**src/logic/ppt_pkg.sv**
```systemverilog
// Package for the timing pulse and default configuration block.
// Assumes a 20 MHz pclk and a 32-bit APB register port.
package ppt_pkg;
   localparam int unsigned CLK_HZ = 20_000_000;
   localparam int unsigned PPS_HIGH_MS = 100;
   localparam int unsigned PPS_PERIOD_MS = 1000;
   localparam int unsigned PPS_HIGH_CYC_DEF = CLK_HZ / 1000 * PPS_HIGH_MS;
   localparam int unsigned SEC_CYC_DEF = CLK_HZ / 1000 * PPS_PERIOD_MS;
   localparam int unsigned RTC_XTAL_HZ = 32768;
   localparam int unsigned BAUD_DEF = 9600;
   localparam logic [15:0] BAUD_DIV_DEF = 16'(CLK_HZ / BAUD_DEF);
   localparam logic [17:0] ORBIT_HORIZON_S = 18'(3 * 86400);
   localparam int unsigned FIFO_DEPTH = 32;
   localparam int unsigned DATA_BITS = 8;
   // Register byte offsets
   localparam logic [7:0] ADDR_CTRL = 8'h00;
   localparam logic [7:0] ADDR_BAUD = 8'h04;
   localparam logic [7:0] ADDR_TXDATA = 8'h08;
   localparam logic [7:0] ADDR_STATUS = 8'h0c;
   localparam logic [7:0] ADDR_RTC = 8'h10;
   localparam logic [7:0] ADDR_LOG = 8'h14;
   localparam logic [7:0] ADDR_ORBIT = 8'h18;
   // Control field positions and reset value
   localparam int unsigned CTRL_MODE_LSB = 0;
   localparam int unsigned CTRL_SBAS = 2;
   localparam int unsigned CTRL_DGPS = 3;
   localparam int unsigned CTRL_ORBIT = 4;
   localparam int unsigned CTRL_RATE1HZ = 5;
   localparam logic [5:0] CTRL_RST = 6'h34;
   // Logger: cyclic, basic content, 15 s interval
   localparam logic [31:0] LOG_RST = 32'h000f_0001;
   // Pulse start modes
   localparam logic [1:0] MODE_3D = 2'h0;
   localparam logic [1:0] MODE_2D = 2'h1;
   localparam logic [1:0] MODE_PWRUP = 2'h2;
   // Fix types reported by the navigation engine
   localparam logic [1:0] FIX_NONE = 2'h0;
   localparam logic [1:0] FIX_2D = 2'h1;
   localparam logic [1:0] FIX_3D = 2'h2;
   typedef enum logic [3:0] {
      ST_IDLE = 4'b0001,
      ST_START = 4'b0010,
      ST_DATA = 4'b0100,
      ST_STOP = 4'b1000
   } ppt_tx_state_t;
endpackage

```
**src/logic/ppt_fifo.sv**
```systemverilog
// Synchronous FIFO with valid/ready on both sides.
// Assumes one clock and an active-low asynchronous reset.
`timescale 1ns/1ps
module ppt_fifo #(
   parameter int unsigned W = 8,
   parameter int unsigned D = 32
) (
   input wire logic clk, // Clock
   input wire logic rst_n, // Reset, active low
   input wire logic [W-1:0] in_data, // Write data
   input wire logic in_valid, // Write request
   output logic in_ready, // Not full
   output logic [W-1:0] out_data, // Head word
   output logic out_valid, // Not empty
   input wire logic out_ready, // Consumer takes head
   output logic [$clog2(D):0] count // Words held
);
   localparam int unsigned AW = $clog2(D);
   logic [W-1:0] mem [D];
   logic [AW-1:0] wp_q;
   logic [AW-1:0] rp_q;
   logic [AW:0] cnt_q;
   logic push;
   logic pop;

   assign in_ready = cnt_q != (AW + 1)'(D);
   assign out_valid = cnt_q != '0;
   assign out_data = mem[rp_q];
   assign count = cnt_q;
   assign push = in_valid && in_ready;
   assign pop = out_valid && out_ready;

   always_ff @(posedge clk) begin
      if (push) begin
         mem[wp_q] <= in_data;
      end
   end

   always_ff @(posedge clk or negedge rst_n) begin
      if (!rst_n) begin
         wp_q <= '0;
         rp_q <= '0;
         cnt_q <= '0;
      end else begin
         if (push) begin
            wp_q <= (wp_q == AW'(D - 1)) ? '0 : wp_q + 1'b1;
         end
         if (pop) begin
            rp_q <= (rp_q == AW'(D - 1)) ? '0 : rp_q + 1'b1;
         end
         cnt_q <= cnt_q + (AW + 1)'(push) - (AW + 1)'(pop);
      end
   end
endmodule

```
**src/logic/ppt_top.sv**
```systemverilog
// Timing pulse generator, host serial transmitter and default settings.
// Assumes fix_type from the navigation engine on pclk; nav_second, the
// 32 kHz crystal and backup_supply come from pins and are synchronised.
// Overview of operation
// - Default: pulse after 3D fix, second-aligned
// - Pulse high 100 ms, period one second
// - Optional start on 2D fix or power-up
// - Host link defaults to 9600 8N1
// - Host may raise the baud rate
// - Augmentation on by default until disabled
// - Differential input second port, off by default
// - At most one correction source applied
// - Losing all power restores every default
// - Logger defaults: cyclic, basic, 15 s
// - Orbit prediction needs backup and 1 Hz
// - Orbit prediction valid three days ahead
// - Clock counts crystal while backup present
// - Stored orbit data used once time known
`timescale 1ns/1ps
module ppt_top #(
   parameter int unsigned PPS_HIGH_CYC = ppt_pkg::PPS_HIGH_CYC_DEF, // Pulse width
   parameter int unsigned SEC_CYC = ppt_pkg::SEC_CYC_DEF, // Free-run second
   parameter int unsigned RTC_DIV = ppt_pkg::RTC_XTAL_HZ // Crystal edges per second
) (
   input wire logic pclk, // Bus clock
   input wire logic presetn, // Reset, active low
   input wire logic psel, // Select
   input wire logic penable, // Access phase
   input wire logic pwrite, // Write
   input wire logic [7:0] paddr, // Byte address
   input wire logic [31:0] pwdata, // Write data
   output logic [31:0] prdata, // Read data
   output logic pready, // Transfer done
   output logic pslverr, // Unmapped address
   input wire logic [1:0] fix_type, // Current fix
   input wire logic nav_second, // Navigation second marker pin
   input wire logic xtal_32k, // Crystal pin
   input wire logic backup_supply, // Backup supply present pin
   output logic pps, // Timing pulse
   output logic uart_tx, // Host serial output
   output logic sbas_on, // Augmentation applied
   output logic dgps_on, // Differential input on second port
   output logic orbit_pred_on, // Orbit prediction running
   output logic almanac_use // Stored orbit data in use
);
   import ppt_pkg::*;

   logic [2:0] s1_q;
   logic [2:0] s2_q;
   logic [2:0] s3_q;
   logic [2:0] flt_q;
   logic [2:0] flt_d;
   logic nav_prev_q;
   logic xtal_prev_q;
   logic nav_rise;
   logic xtal_rise;
   logic backup_f;
   logic [5:0] ctrl_q;
   logic [15:0] baud_q;
   logic [31:0] log_q;
   logic [31:0] rtc_sec_q;
   logic [31:0] rtc_div_q;
   logic rtc_valid_q;
   logic [17:0] orbit_age_q;
   logic orbit_have_q;
   logic [31:0] sec_cnt_q;
   logic [31:0] pps_cnt_q;
   logic sec_tick;
   logic armed_q;
   logic pps_q;
   logic access;
   logic wr_ok;
   logic rtc_wr;
   logic mapped;
   logic [31:0] rd_d;
   ppt_tx_state_t st_q;
   logic [15:0] bcnt_q;
   logic baud_tick;
   logic [2:0] bit_q;
   logic [7:0] sh_q;
   logic tx_q;
   logic [7:0] f_data;
   logic f_valid;
   logic f_in_ready;
   logic f_pop;
   logic [5:0] f_count;

   function automatic logic is_mapped(input logic [7:0] a);
      return a == ADDR_CTRL || a == ADDR_BAUD || a == ADDR_TXDATA || a == ADDR_STATUS
         || a == ADDR_RTC || a == ADDR_LOG || a == ADDR_ORBIT;
   endfunction

   // Three-stage pin synchronisers, a change counts once stages two and three agree
   always_ff @(posedge pclk or negedge presetn) begin
      if (!presetn) begin
         s1_q <= '0;
         s2_q <= '0;
         s3_q <= '0;
         flt_q <= '0;
         nav_prev_q <= 1'b0;
         xtal_prev_q <= 1'b0;
      end else begin
         s1_q <= {backup_supply, xtal_32k, nav_second};
         s2_q <= s1_q;
         s3_q <= s2_q;
         flt_q <= flt_d;
         nav_prev_q <= flt_q[0];
         xtal_prev_q <= flt_q[1];
      end
   end

   always_comb begin
      for (int i = 0; i < 3; i++) begin
         flt_d[i] = (s2_q[i] == s3_q[i]) ? s2_q[i] : flt_q[i];
      end
   end

   assign nav_rise = flt_q[0] && !nav_prev_q;
   assign xtal_rise = flt_q[1] && !xtal_prev_q;
   assign backup_f = flt_q[2];

   // APB slave: one wait state, TXDATA writes stall while the FIFO is full
   assign access = psel && penable && !pready;
   assign mapped = is_mapped(paddr);
   assign wr_ok = access && pwrite && mapped && (paddr != ADDR_TXDATA || f_in_ready);
   assign rtc_wr = wr_ok && paddr == ADDR_RTC;

   always_ff @(posedge pclk or negedge presetn) begin
      if (!presetn) begin
         pready <= 1'b0;
         pslverr <= 1'b0;
         prdata <= '0;
      end else begin
         pready <= access && (!pwrite || paddr != ADDR_TXDATA || f_in_ready || !mapped);
         pslverr <= access && !mapped;
         if (access && !pwrite) begin
            prdata <= rd_d;
         end
      end
   end

   always_comb begin
      rd_d = '0;
      case (paddr)
         ADDR_CTRL: rd_d = {26'h0, ctrl_q};
         ADDR_BAUD: rd_d = {16'h0, baud_q};
         ADDR_TXDATA: rd_d = {26'h0, f_count};
         ADDR_STATUS: rd_d = {24'h0, fix_type, rtc_valid_q, !f_valid, !f_in_ready,
            orbit_have_q, backup_f, armed_q};
         ADDR_RTC: rd_d = rtc_sec_q;
         ADDR_LOG: rd_d = log_q;
         ADDR_ORBIT: rd_d = {14'h0, orbit_age_q};
         default: rd_d = '0;
      endcase
   end

   // Configuration, all back to defaults on reset (loss of all supplies)
   always_ff @(posedge pclk or negedge presetn) begin
      if (!presetn) begin
         ctrl_q <= CTRL_RST;
         baud_q <= BAUD_DIV_DEF;
         log_q <= LOG_RST;
      end else if (wr_ok) begin
         case (paddr)
            ADDR_CTRL: ctrl_q <= pwdata[5:0];
            ADDR_BAUD: begin
               // Only rates at or above the default are taken
               if (pwdata[15:0] != 16'h0 && pwdata[15:0] <= BAUD_DIV_DEF) begin
                  baud_q <= pwdata[15:0];
               end
            end
            ADDR_LOG: log_q <= pwdata;
            default: ;
         endcase
      end
   end

   // Correction source selection, differential input overrides augmentation
   always_ff @(posedge pclk or negedge presetn) begin
      if (!presetn) begin
         sbas_on <= 1'b0;
         dgps_on <= 1'b0;
      end else begin
         sbas_on <= ctrl_q[CTRL_SBAS] && !ctrl_q[CTRL_DGPS];
         dgps_on <= ctrl_q[CTRL_DGPS];
      end
   end

   // Real-time clock from crystal edges, runs only with backup present
   always_ff @(posedge pclk or negedge presetn) begin
      if (!presetn) begin
         rtc_div_q <= '0;
         rtc_sec_q <= '0;
         rtc_valid_q <= 1'b0;
      end else begin
         if (rtc_wr) begin
            rtc_sec_q <= pwdata;
            rtc_div_q <= '0;
         end else if (backup_f && xtal_rise) begin
            if (rtc_div_q == RTC_DIV - 1) begin
               rtc_div_q <= '0;
               rtc_sec_q <= rtc_sec_q + 1'b1;
            end else begin
               rtc_div_q <= rtc_div_q + 1'b1;
            end
         end
         if (rtc_wr || fix_type == FIX_3D) begin
            rtc_valid_q <= 1'b1;
         end
      end
   end

   // Orbit prediction: age since last 3D fix, valid up to the horizon
   always_ff @(posedge pclk or negedge presetn) begin
      if (!presetn) begin
         orbit_age_q <= '0;
         orbit_have_q <= 1'b0;
         orbit_pred_on <= 1'b0;
         almanac_use <= 1'b0;
      end else begin
         if (fix_type == FIX_3D) begin
            orbit_age_q <= '0;
            orbit_have_q <= 1'b1;
         end else if (!backup_f) begin
            orbit_have_q <= 1'b0;
         end else if (orbit_have_q && sec_tick) begin
            if (orbit_age_q == ORBIT_HORIZON_S - 1'b1) begin
               orbit_have_q <= 1'b0;
            end
            orbit_age_q <= orbit_age_q + 1'b1;
         end
         orbit_pred_on <= ctrl_q[CTRL_ORBIT] && ctrl_q[CTRL_RATE1HZ]
            && backup_f && orbit_have_q;
         almanac_use <= rtc_valid_q;
      end
   end

   // One-second base, realigned by the navigation second marker
   assign sec_tick = nav_rise || sec_cnt_q == SEC_CYC - 1;

   always_ff @(posedge pclk or negedge presetn) begin
      if (!presetn) begin
         sec_cnt_q <= '0;
         armed_q <= 1'b0;
      end else begin
         sec_cnt_q <= sec_tick ? '0 : sec_cnt_q + 1'b1;
         case (ctrl_q[1:0])
            MODE_3D: armed_q <= fix_type == FIX_3D;
            MODE_2D: armed_q <= fix_type == FIX_3D || fix_type == FIX_2D;
            MODE_PWRUP: armed_q <= 1'b1;
            default: armed_q <= fix_type == FIX_3D;
         endcase
      end
   end

   // Timing pulse: rises on the second tick once armed, falls after the width
   always_ff @(posedge pclk or negedge presetn) begin
      if (!presetn) begin
         pps_q <= 1'b0;
         pps_cnt_q <= '0;
      end else if (sec_tick && armed_q) begin
         pps_q <= 1'b1;
         pps_cnt_q <= '0;
      end else if (pps_q) begin
         if (pps_cnt_q == PPS_HIGH_CYC - 1) begin
            pps_q <= 1'b0;
         end
         pps_cnt_q <= pps_cnt_q + 1'b1;
      end else if (!armed_q) begin
         pps_q <= 1'b0;
      end
   end

   assign pps = pps_q;

   logic [31:0] hi_len_q;
   always_ff @(posedge pclk or negedge presetn) begin
      if (!presetn) begin
         hi_len_q <= '0;
      end else begin
         hi_len_q <= pps_q ? hi_len_q + 1'b1 : '0;
      end
   end

   // Host serial transmitter, 8 data bits, no parity, one stop bit
   ppt_fifo #(.W(DATA_BITS), .D(FIFO_DEPTH)) u_fifo (
      .clk(pclk),
      .rst_n(presetn),
      .in_data(pwdata[7:0]),
      .in_valid(wr_ok && paddr == ADDR_TXDATA),
      .in_ready(f_in_ready),
      .out_data(f_data),
      .out_valid(f_valid),
      .out_ready(f_pop),
      .count(f_count)
   );

   assign f_pop = st_q == ST_IDLE && f_valid;
   // Compare with >= so that a rate change in mid-bit cannot run the counter past
   // the new divisor and stretch that bit to a full counter wrap
   assign baud_tick = st_q != ST_IDLE && bcnt_q >= baud_q - 1'b1;

   always_ff @(posedge pclk or negedge presetn) begin
      if (!presetn) begin
         bcnt_q <= '0;
      end else begin
         bcnt_q <= (st_q == ST_IDLE || baud_tick) ? '0 : bcnt_q + 1'b1;
      end
   end

   always_ff @(posedge pclk or negedge presetn) begin
      if (!presetn) begin
         st_q <= ST_IDLE;
         bit_q <= '0;
         sh_q <= '0;
      end else begin
         case (st_q)
            ST_IDLE: begin
               if (f_valid) begin
                  sh_q <= f_data;
                  st_q <= ST_START;
               end
            end
            ST_START: begin
               if (baud_tick) begin
                  bit_q <= '0;
                  st_q <= ST_DATA;
               end
            end
            ST_DATA: begin
               if (baud_tick) begin
                  sh_q <= {1'b0, sh_q[7:1]};
                  bit_q <= bit_q + 1'b1;
                  if (bit_q == 3'h7) begin
                     st_q <= ST_STOP;
                  end
               end
            end
            ST_STOP: begin
               if (baud_tick) begin
                  st_q <= ST_IDLE;
               end
            end
            default: st_q <= ST_IDLE;
         endcase
      end
   end

   always_ff @(posedge pclk or negedge presetn) begin
      if (!presetn) begin
         tx_q <= 1'b1;
      end else begin
         case (st_q)
            ST_START: tx_q <= 1'b0;
            ST_DATA: tx_q <= sh_q[0];
            default: tx_q <= 1'b1;
         endcase
      end
   end

   assign uart_tx = tx_q;
endmodule

```
**config.mk**
```make
export PLATFORM = sky130hd
export DESIGN_NAME = ppt_top
export DESIGN_NICKNAME = d
export VERILOG_FILES = /design/src/logic/ppt_pkg.sv /design/src/logic/ppt_fifo.sv /design/src/logic/ppt_top.sv
export SDC_FILE = /design/constraint.sdc
export NUM_CORES = 1
export LEC_CHECK = 0
export BUFFER_PORTS_ARGS = -buffer_cell sky130_fd_sc_hd__buf_4
export CELL_PAD_IN_SITES_DETAIL_PLACEMENT = 2
export CELL_PAD_IN_SITES_GLOBAL_PLACEMENT = 2
export CORE_MARGIN = 2
export CORE_UTILIZATION = 45
export CTS_BUF_LIST = sky130_fd_sc_hd__clkbuf_2 sky130_fd_sc_hd__clkbuf_4 sky130_fd_sc_hd__clkbuf_8
export DETAILED_ROUTE_END_ITERATION = 8
export PLACE_DENSITY = 0.78
export SETUP_SLACK_MARGIN = 0.02
export SLEW_MARGIN = 0
export SYNTH_ARGS = -nofsm -noshare
export SYNTH_HDL_FRONTEND = slang
export SYNTH_SLANG_ARGS = --single-unit
```
**constraint.sdc**
```tcl
create_clock -name pclk -period 3.6 [get_ports pclk]
set_clock_uncertainty 0.05 [all_clocks]
set_input_delay 0.18 -clock pclk [delete_from_list [all_inputs] [get_ports pclk]]
set_output_delay 0.18 -clock pclk [all_outputs]
set_load 0.01 [all_outputs]
```
==> results of run 1 <==
power groups by stage:
stage / clock network (mW) / registers [mW] / logic [mW]
floorplan: 0 / 7.19 / 0.523
global placement: 0 / 7.19 / 0.998
detailed placement: 0 / 7.21 / 1.07
CTS: 6.42 / 7.10 / 1.15
global route: 6.72 / 7.12 / 1.32
finish: 6.33 / 7.10 / 1.22
cell families after synthesis:
group | Yosys count | synth area share
AND/OR/NAND/NOR | 711 | 0.142
flip-flops | 560 | 0.603
AO/OA/AOI/OAI | 274 | 0.0707
XOR/XNOR | 145 | 0.0500
buffers and inverters | 130 | 0.0211
multiplexers | 130 | 0.0893
adder cells (fa/ha/maj) | 48 | 0.0237
final cells by class:
class,count,area [um2]
inverter,40,150
multi-input combinational,1309,9690
fill,5260,26100
clock inverter,17,141
tap,756,946
timing repair buffer,216,1800
sequential,560,15300
clock buffer,162,1910
layer usage:
metal  vias up  GRT usage
met5         -          0
met4         2      0.122
met2       673      0.541
met3       216     0.0532
met1      9953      0.397
li1       7908          -
Yosys cell counts (all sizes together), types with 52 or more instances:
cell type and n:
dfrtp 290, edfxtp 256, nor2 221, nand2 138
xnor2 87, nand3 74, mux4 70, o21ai 68
clkbuf 64, a22oi 58, xor2 58, mux2 55
a21oi 52
repair_timing:
| action | in CTS | in global routing |
|---|---|---|
| hold buffers | 42 | 0 |
| endpoints found under the setup margin | 31 | 33 |
| cloned | 1 | 0 |
| resized for setup | 10 | 14 |
| pin swaps | 1 | 4 |
| setup buffers | 1 | 7 |
| endpoints found under the hold margin | 333 | 0 |
final timing paths:
kind / endpoint / depth (start not counted) / startpoint / slack, ps
setup / recovery: sh_q[0] / 11 / baud_q[4] / 40
hold / removal: u_fifo.mem[10][7] / 2 / pwdata[7] / 60
setup reg to reg: sh_q[0] / 11 / baud_q[4] / 40
hold reg to reg: s2_q[0] / 0 / s1_q[0] / 300
max in group asynchronous: log_q[0] / 3 / presetn / 2350
min in group asynchronous: orbit_pred_on / 2 / presetn / 70
state kept, by name, summed over array words and instances (netlist names), 4 cells and up:
signal and count:
baud_q 16, bcnt_q 16, ctrl_q 6, log_q 32
orbit_age_q 18, pps_cnt_q 32, prdata 32, rtc_div_q 32
rtc_sec_q 32, sec_cnt_q 32, sh_q 8, st_q 4
u_fifo.count 6, u_fifo.mem 256, u_fifo.rp_q 5, u_fifo.wp_q 5
critical path, stage by stage, from the launching register on:
cell and delay (ps):
dfrtp_1 460, nor3_2 370, and2_1 290, xnor2_1 150
ha_1 290, a21o_1 210, a21o_1 210, a221o_1 410
a211o_4 420, buf_4 200, a31oi_1 260, o2bb2ai_1 110
per-stage QoR:
step,cell area [um2],setup TNS (ps),hold WS (ps),cells,util
after floorplan,25400,0,-166,1998,-
after global placement,27300,0,241,2830,0.487
after detailed placement,27300,-1110,244,2830,0.487
after CTS,29800,0,21.9,3053,0.532
after global routing,29900,-38.0,37.6,3060,0.534
final,29900,0,63.2,3060,0.534
==> summary.md, run 1 <==
| Metric | Value |
|---|---|
| Status | `completed` |
| Switch share | `0.263` |
| Drt wl/cell | `29.8 um` |
| Starting Density | `0.453` |
| Metal2 WL | `46500 um` |
| DRT Wirelength | `91200 um` |
| Pleak | `11.9 nW` |
| Synth Flop Type | `dfrtp_1` |
| Area delta synth->final | `17.9%` |
| # DRC | `0` |
| Cell Rows | `87` |
| Ys async rst share | `0.543` |
| Worst vdd ir | `0.000276 V` |
| Yosys warnings | `0` |
| Nets@finish | `2320` |
| Syn Std Cell Area | `25400 um2` |
| CP Launch Type | `flop` |
| Fin worst setup slack | `38.0 ps` |
| Crit end category | `flop` |
| Worst rel slew slack | `0.181` |
| Reg power frac | `0.485` |
| Power Dens Cells | `489 nW/um2` |
| Routed vias | `18752` |
| Final antenna diode count | `0` |
| Tightest Pin Transition | `1230 ps` |
| GR Overflow Total | `0` |
| Top cell type's share of synthesized area | `0.303` |
| Clock-pin slew on the worst setup and hold paths | `70 ps` |
| Overall routing resource usage | `0.314` |
| Avg Inst Size Synth | `12.7 um2` |
| Yosys reg bits | `560` |
| Initial antenna violation count | `1` |
| Vias per cell | `6.13` |
| Slew Limit Fails | `0` |
| Clk sinks | `560` |
| Pre-CTS WS | `-83.3 ps` |
| Net count of the mapped netlist | `2093` |
| Dominant cell type by area after synthesis | `edfxtp_1` |
| Die height | `242 um` |
| CTS tree | `done` |
| Max_cap viols | `0` |
| DR top layer | `met5` |
| Crit path max fanout | `8` |
| Period utilisation layout | `0.989` |
| First-pass GRT wire length | `140000 um` |
| Fmax | `281 MHz` |
| Number of flops mapped to enable cells by yosys | `256` |
| Cell variety after synth | `74` |
| Ratio of cells with drive above 1 in the final layout | `0.231` |
| Core Region | `56100 um2` |
| Critical Path AT | `4090 ps` |
| Die ar. | `58300 um2` |
| Largest net degree at the start of global routing | `99` |
| DRT antenna net count | `0` |
| Worst EP required | `4130 ps` |
| Sw Pwr | `3.85 mW` |
| Final min period | `3560 ps` |
| Pint | `10.8 mW` |
| DR pass1 iterations | `5` |
| CP Class | `reg -> reg` |
| M1 WL | `36800 um` |
| Commonest non-fill, non-tap cell in the layout | `dfrtp_1` |
| Clock Power Share | `0.432` |
| Total CTS buffers | `98` |
| Sequential share of the synthesized area | `0.603` |
| Combinational share of power | `0.083` |
| Most frequent cells in the layout | `dfrtp_1 (288), edfxtp_1 (256), nor2_1 (218), buf_4 (168), nand2_1 (133)` |
| Cell count after synthesis | `1998` |
| Fin. Hold Viols | `0` |
| Tightest Hold Check Type | `in -> reg` |
| 1st-iter DRT viols | `1336` |
| Vias in the first global route | `21117` |
| Largest cells by area after synthesis | `edfxtp_1 (30%), dfrtp_1 (29%), mux4_2 (6.2%), nor2_1 (3.2%), xnor2_1 (3.0%)` |
| Setup violations, final | `0` |
| Final Power | `14.7 mW` |
| Htree depth | `3` |
| Die boundary width | `242 um` |
| Clock latency at the later pin of the worst-skew pair | `730 ps` |
| Clk buf depth | `3` |
| Post-DP HPWL | `53300 um` |
| Number of port buffers | `89` |
| Io pins | `90` |
| Routed wl met3 | `4850 um` |
| Root Buffer | `clkbuf_8` |
| Routability cong. | `0.788` |
Power figures use the tool's default switching activity.
==> run 2, diff against run 1 <==
Settings changed: GPL_TIMING_DRIVEN from default to 0, SLEW_MARGIN 0 to 20.
==> summary.md, run 2 (synthesis results as in run 1) <==
| Metric | Value |
|---|---|
| Status | `completed` |
| Most frequent cells in the layout | `dfrtp_1 (288), edfxtp_1 (256), nor2_1 (219), nand2_1 (133), clkbuf_8 (120)` |
| Die boundary width | `242 um (unchanged)` |
| Initial antenna violation count | `2 (+1)` |
| DRT Wirelength | `86600 um (-5.0%)` |
| Final min period | `3540 ps (-25.4 ps)` |
| Setup violations, final | `0 (unchanged)` |
| DR pass1 iterations | `7 (+2)` |
| Tightest Pin Transition | `1130 ps (-99.0 ps)` |
| Fin Hold WS | `86.5 ps (+23.3 ps)` |
| Starting Density | `0.453 (unchanged)` |
| Total CTS buffers | `98 (unchanged)` |
| Power Dens Cells | `488 nW/um2 (-0.24%)` |
| CTS tree | `done` |
| Slew Limit Fails | `0 (unchanged)` |
| Number of port buffers | `87 (-2.2%)` |
| Pleak | `11.8 nW (-1.1%)` |
| Core Region | `56100 um2 (unchanged)` |
| Vias in the first global route | `20891 (-1.1%)` |
| DRT antenna net count | `0 (unchanged)` |
| Root Buffer | `clkbuf_8` |
| Final Power | `14.6 mW (-0.41%)` |
| Cell Rows | `87 (unchanged)` |
| Routability cong. | `0.785 (-0.37%)` |
| Register name with the most flops | `u_fifo.mem` |
| Tightest Hold Check Type | `in -> reg` |
| Vias per cell | `6.04 (-1.5%)` |
| Period utilisation layout | `0.982 (-0.00705)` |
| First-pass GRT wire length | `130000 um (-6.8%)` |
| Fin. Hold Viols | `0 (unchanged)` |
| CP Class | `reg -> reg` |
| Clk sinks | `560 (unchanged)` |
| Non-filler cells in the finished layout | `3085 (+0.82%)` |
| Htree depth | `3 (unchanged)` |
| Post-DP HPWL | `55400 um (+4.0%)` |
| # DRC | `0 (unchanged)` |
| Io pins | `90 (unchanged)` |
| Worst vdd ir | `0.000263 V (-4.9%)` |
| Clk buf depth | `3 (unchanged)` |
| Worst rel slew slack | `0.247 (+0.0658)` |
| Max_cap viols | `0 (unchanged)` |
| GR Overflow Total | `0 (unchanged)` |
| Area delta synth->final | `17.7%` |
| Register area | `15300 um2 (about the same)` |
| Most frequent cell on the critical path | `inv_1` |
| Number of flip-flops in the largest register | `256 (unchanged)` |
| Die height | `242 um (unchanged)` |
| Routed vias | `18621 (-0.70%)` |
| Die ar. | `58300 um2 (unchanged)` |
| Clock latency at the later pin of the worst-skew pair | `710 ps (-20 ps)` |
| Critical Path AT | `4070 ps (-20 ps)` |
| Drt wl/cell | `28.1 um (-5.8%)` |
| # fillers | `5337 (+1.5%)` |
| Crit path largest cell delay | `410 ps (-50 ps)` |
| Nets@finish | `2339 (+0.82%)` |
| Worst path slowest cell | `or3_4` |
| Crit end category | `flop` |
| Placed cell count | `2844 (+0.49%)` |
| CP Launch Type | `flop` |
| Ratio of cells with drive above 1 in the final layout | `0.214 (-0.0178)` |
| Area of the multi-input gates | `9690 um2 (unchanged)` |
| Crit-path cells | `inv_1, ha_1, nor4bb_4, or3_4, or3_4, inv_4, buf_12, ha_2, inv_1, ha_2, inv_1, fa_2, inv_1, a21oi_1, nor2_1, nor2_1, xnor2_1` |
| Worst EP required | `4130 ps (about the same)` |
| Overall routing resource usage | `0.291 (-0.0231)` |
| Final design utilization | `0.533 (-0.000960)` |
| Commonest non-fill, non-tap cell in the layout | `dfrtp_1` |
| Crit path max fanout | `6 (-2)` |
| Fmax | `283 MHz (+0.72%)` |
| Largest net degree at the start of global routing | `81 (-18%)` |
| Clock-pin slew on the worst setup and hold paths | `60 ps (about the same)` |
| 1st-iter DRT viols | `1353 (+1.3%)` |
run 2: cell types whose count changed in the layout (fill, tap and decap cells not counted), sizes merged, moves of 2 or more:
| cell | delta |
|---|---|
| clkbuf | +59 |
| buf | -45 |
| dlygate4sd3 | +6 |
| clkinv | +4 |
| diode | +2 |
run 2: final timing paths:
check                                startpoint  cells after the start  slack (ps)         endpoint
worst min-delay path                 nav_second                      2          90          s1_q[0]
worst max-delay path            u_fifo.count[4]                     17          60  u_fifo.count[4]
min in group asynchronous               presetn                      3         520          sh_q[2]
worst min register to register          s1_q[1]                      0         300          s2_q[1]
worst max register to register  u_fifo.count[4]                     17          60  u_fifo.count[4]
max in group asynchronous               presetn                      5        1700        log_q[19]
run 2: worst max-delay path: cells and delay by family (launching register included):
kind	cells	cell delay [ps]
AO/OA/AOI/OAI	1	60
XOR/XNOR	1	120
adder cells (fa/ha/maj)	4	1120
buffers and inverters	6	560
flip-flops	1	340
AND/OR/NAND/NOR	5	1170
run 2: through the flow:
stage / area, um2 / setup TNS, ps / worst slack, ps
global placement: 27000 / -202630 / -830
detailed placement: 27100 / -12380 / -1020
finish: 29900 / 0 / 63.4
global route: 29900 / -120 / -32.2
CTS: 29700 / 0 / 40.8
floorplan: 25400 / 0 / 287
run 2: metal layers:
layer  part of all wire  global-route usage  vias up
met5            0.00020                   0        -
met4              0.039               0.105        2
met3              0.048              0.0469      208
met2               0.51               0.507      613
met1               0.40               0.367     9840
li1                   -                   -     7958
run 2: power by group:
group / internal [mW] / switching (mW)
Sequential: 6.90 / 0.205
Clock: 3.45 / 2.83
Combinational: 0.490 / 0.711
Total: 10.8 / 3.74
run 2: final cells by class:
type	count	area share
Sequential cell	560	0.512
Tap cell	756	0.0316
Buffer	88	0.0136
Clock inverter	21	0.00398
Inverter	40	0.00511
Multi-Input combinational cell	1308	0.324
Clock buffer	162	0.0658
Antenna cell	2	0.000167
Timing Repair Buffer	148	0.0434
run 2: timing repair:
action,4_1_cts,5_1_grt
pin swaps,2,5
gates cloned,0,0
hold endpoints to repair,541,0
setup endpoints to repair,31,16
setup buffers,1,9
hold buffers,48,0
resized for setup,16,25
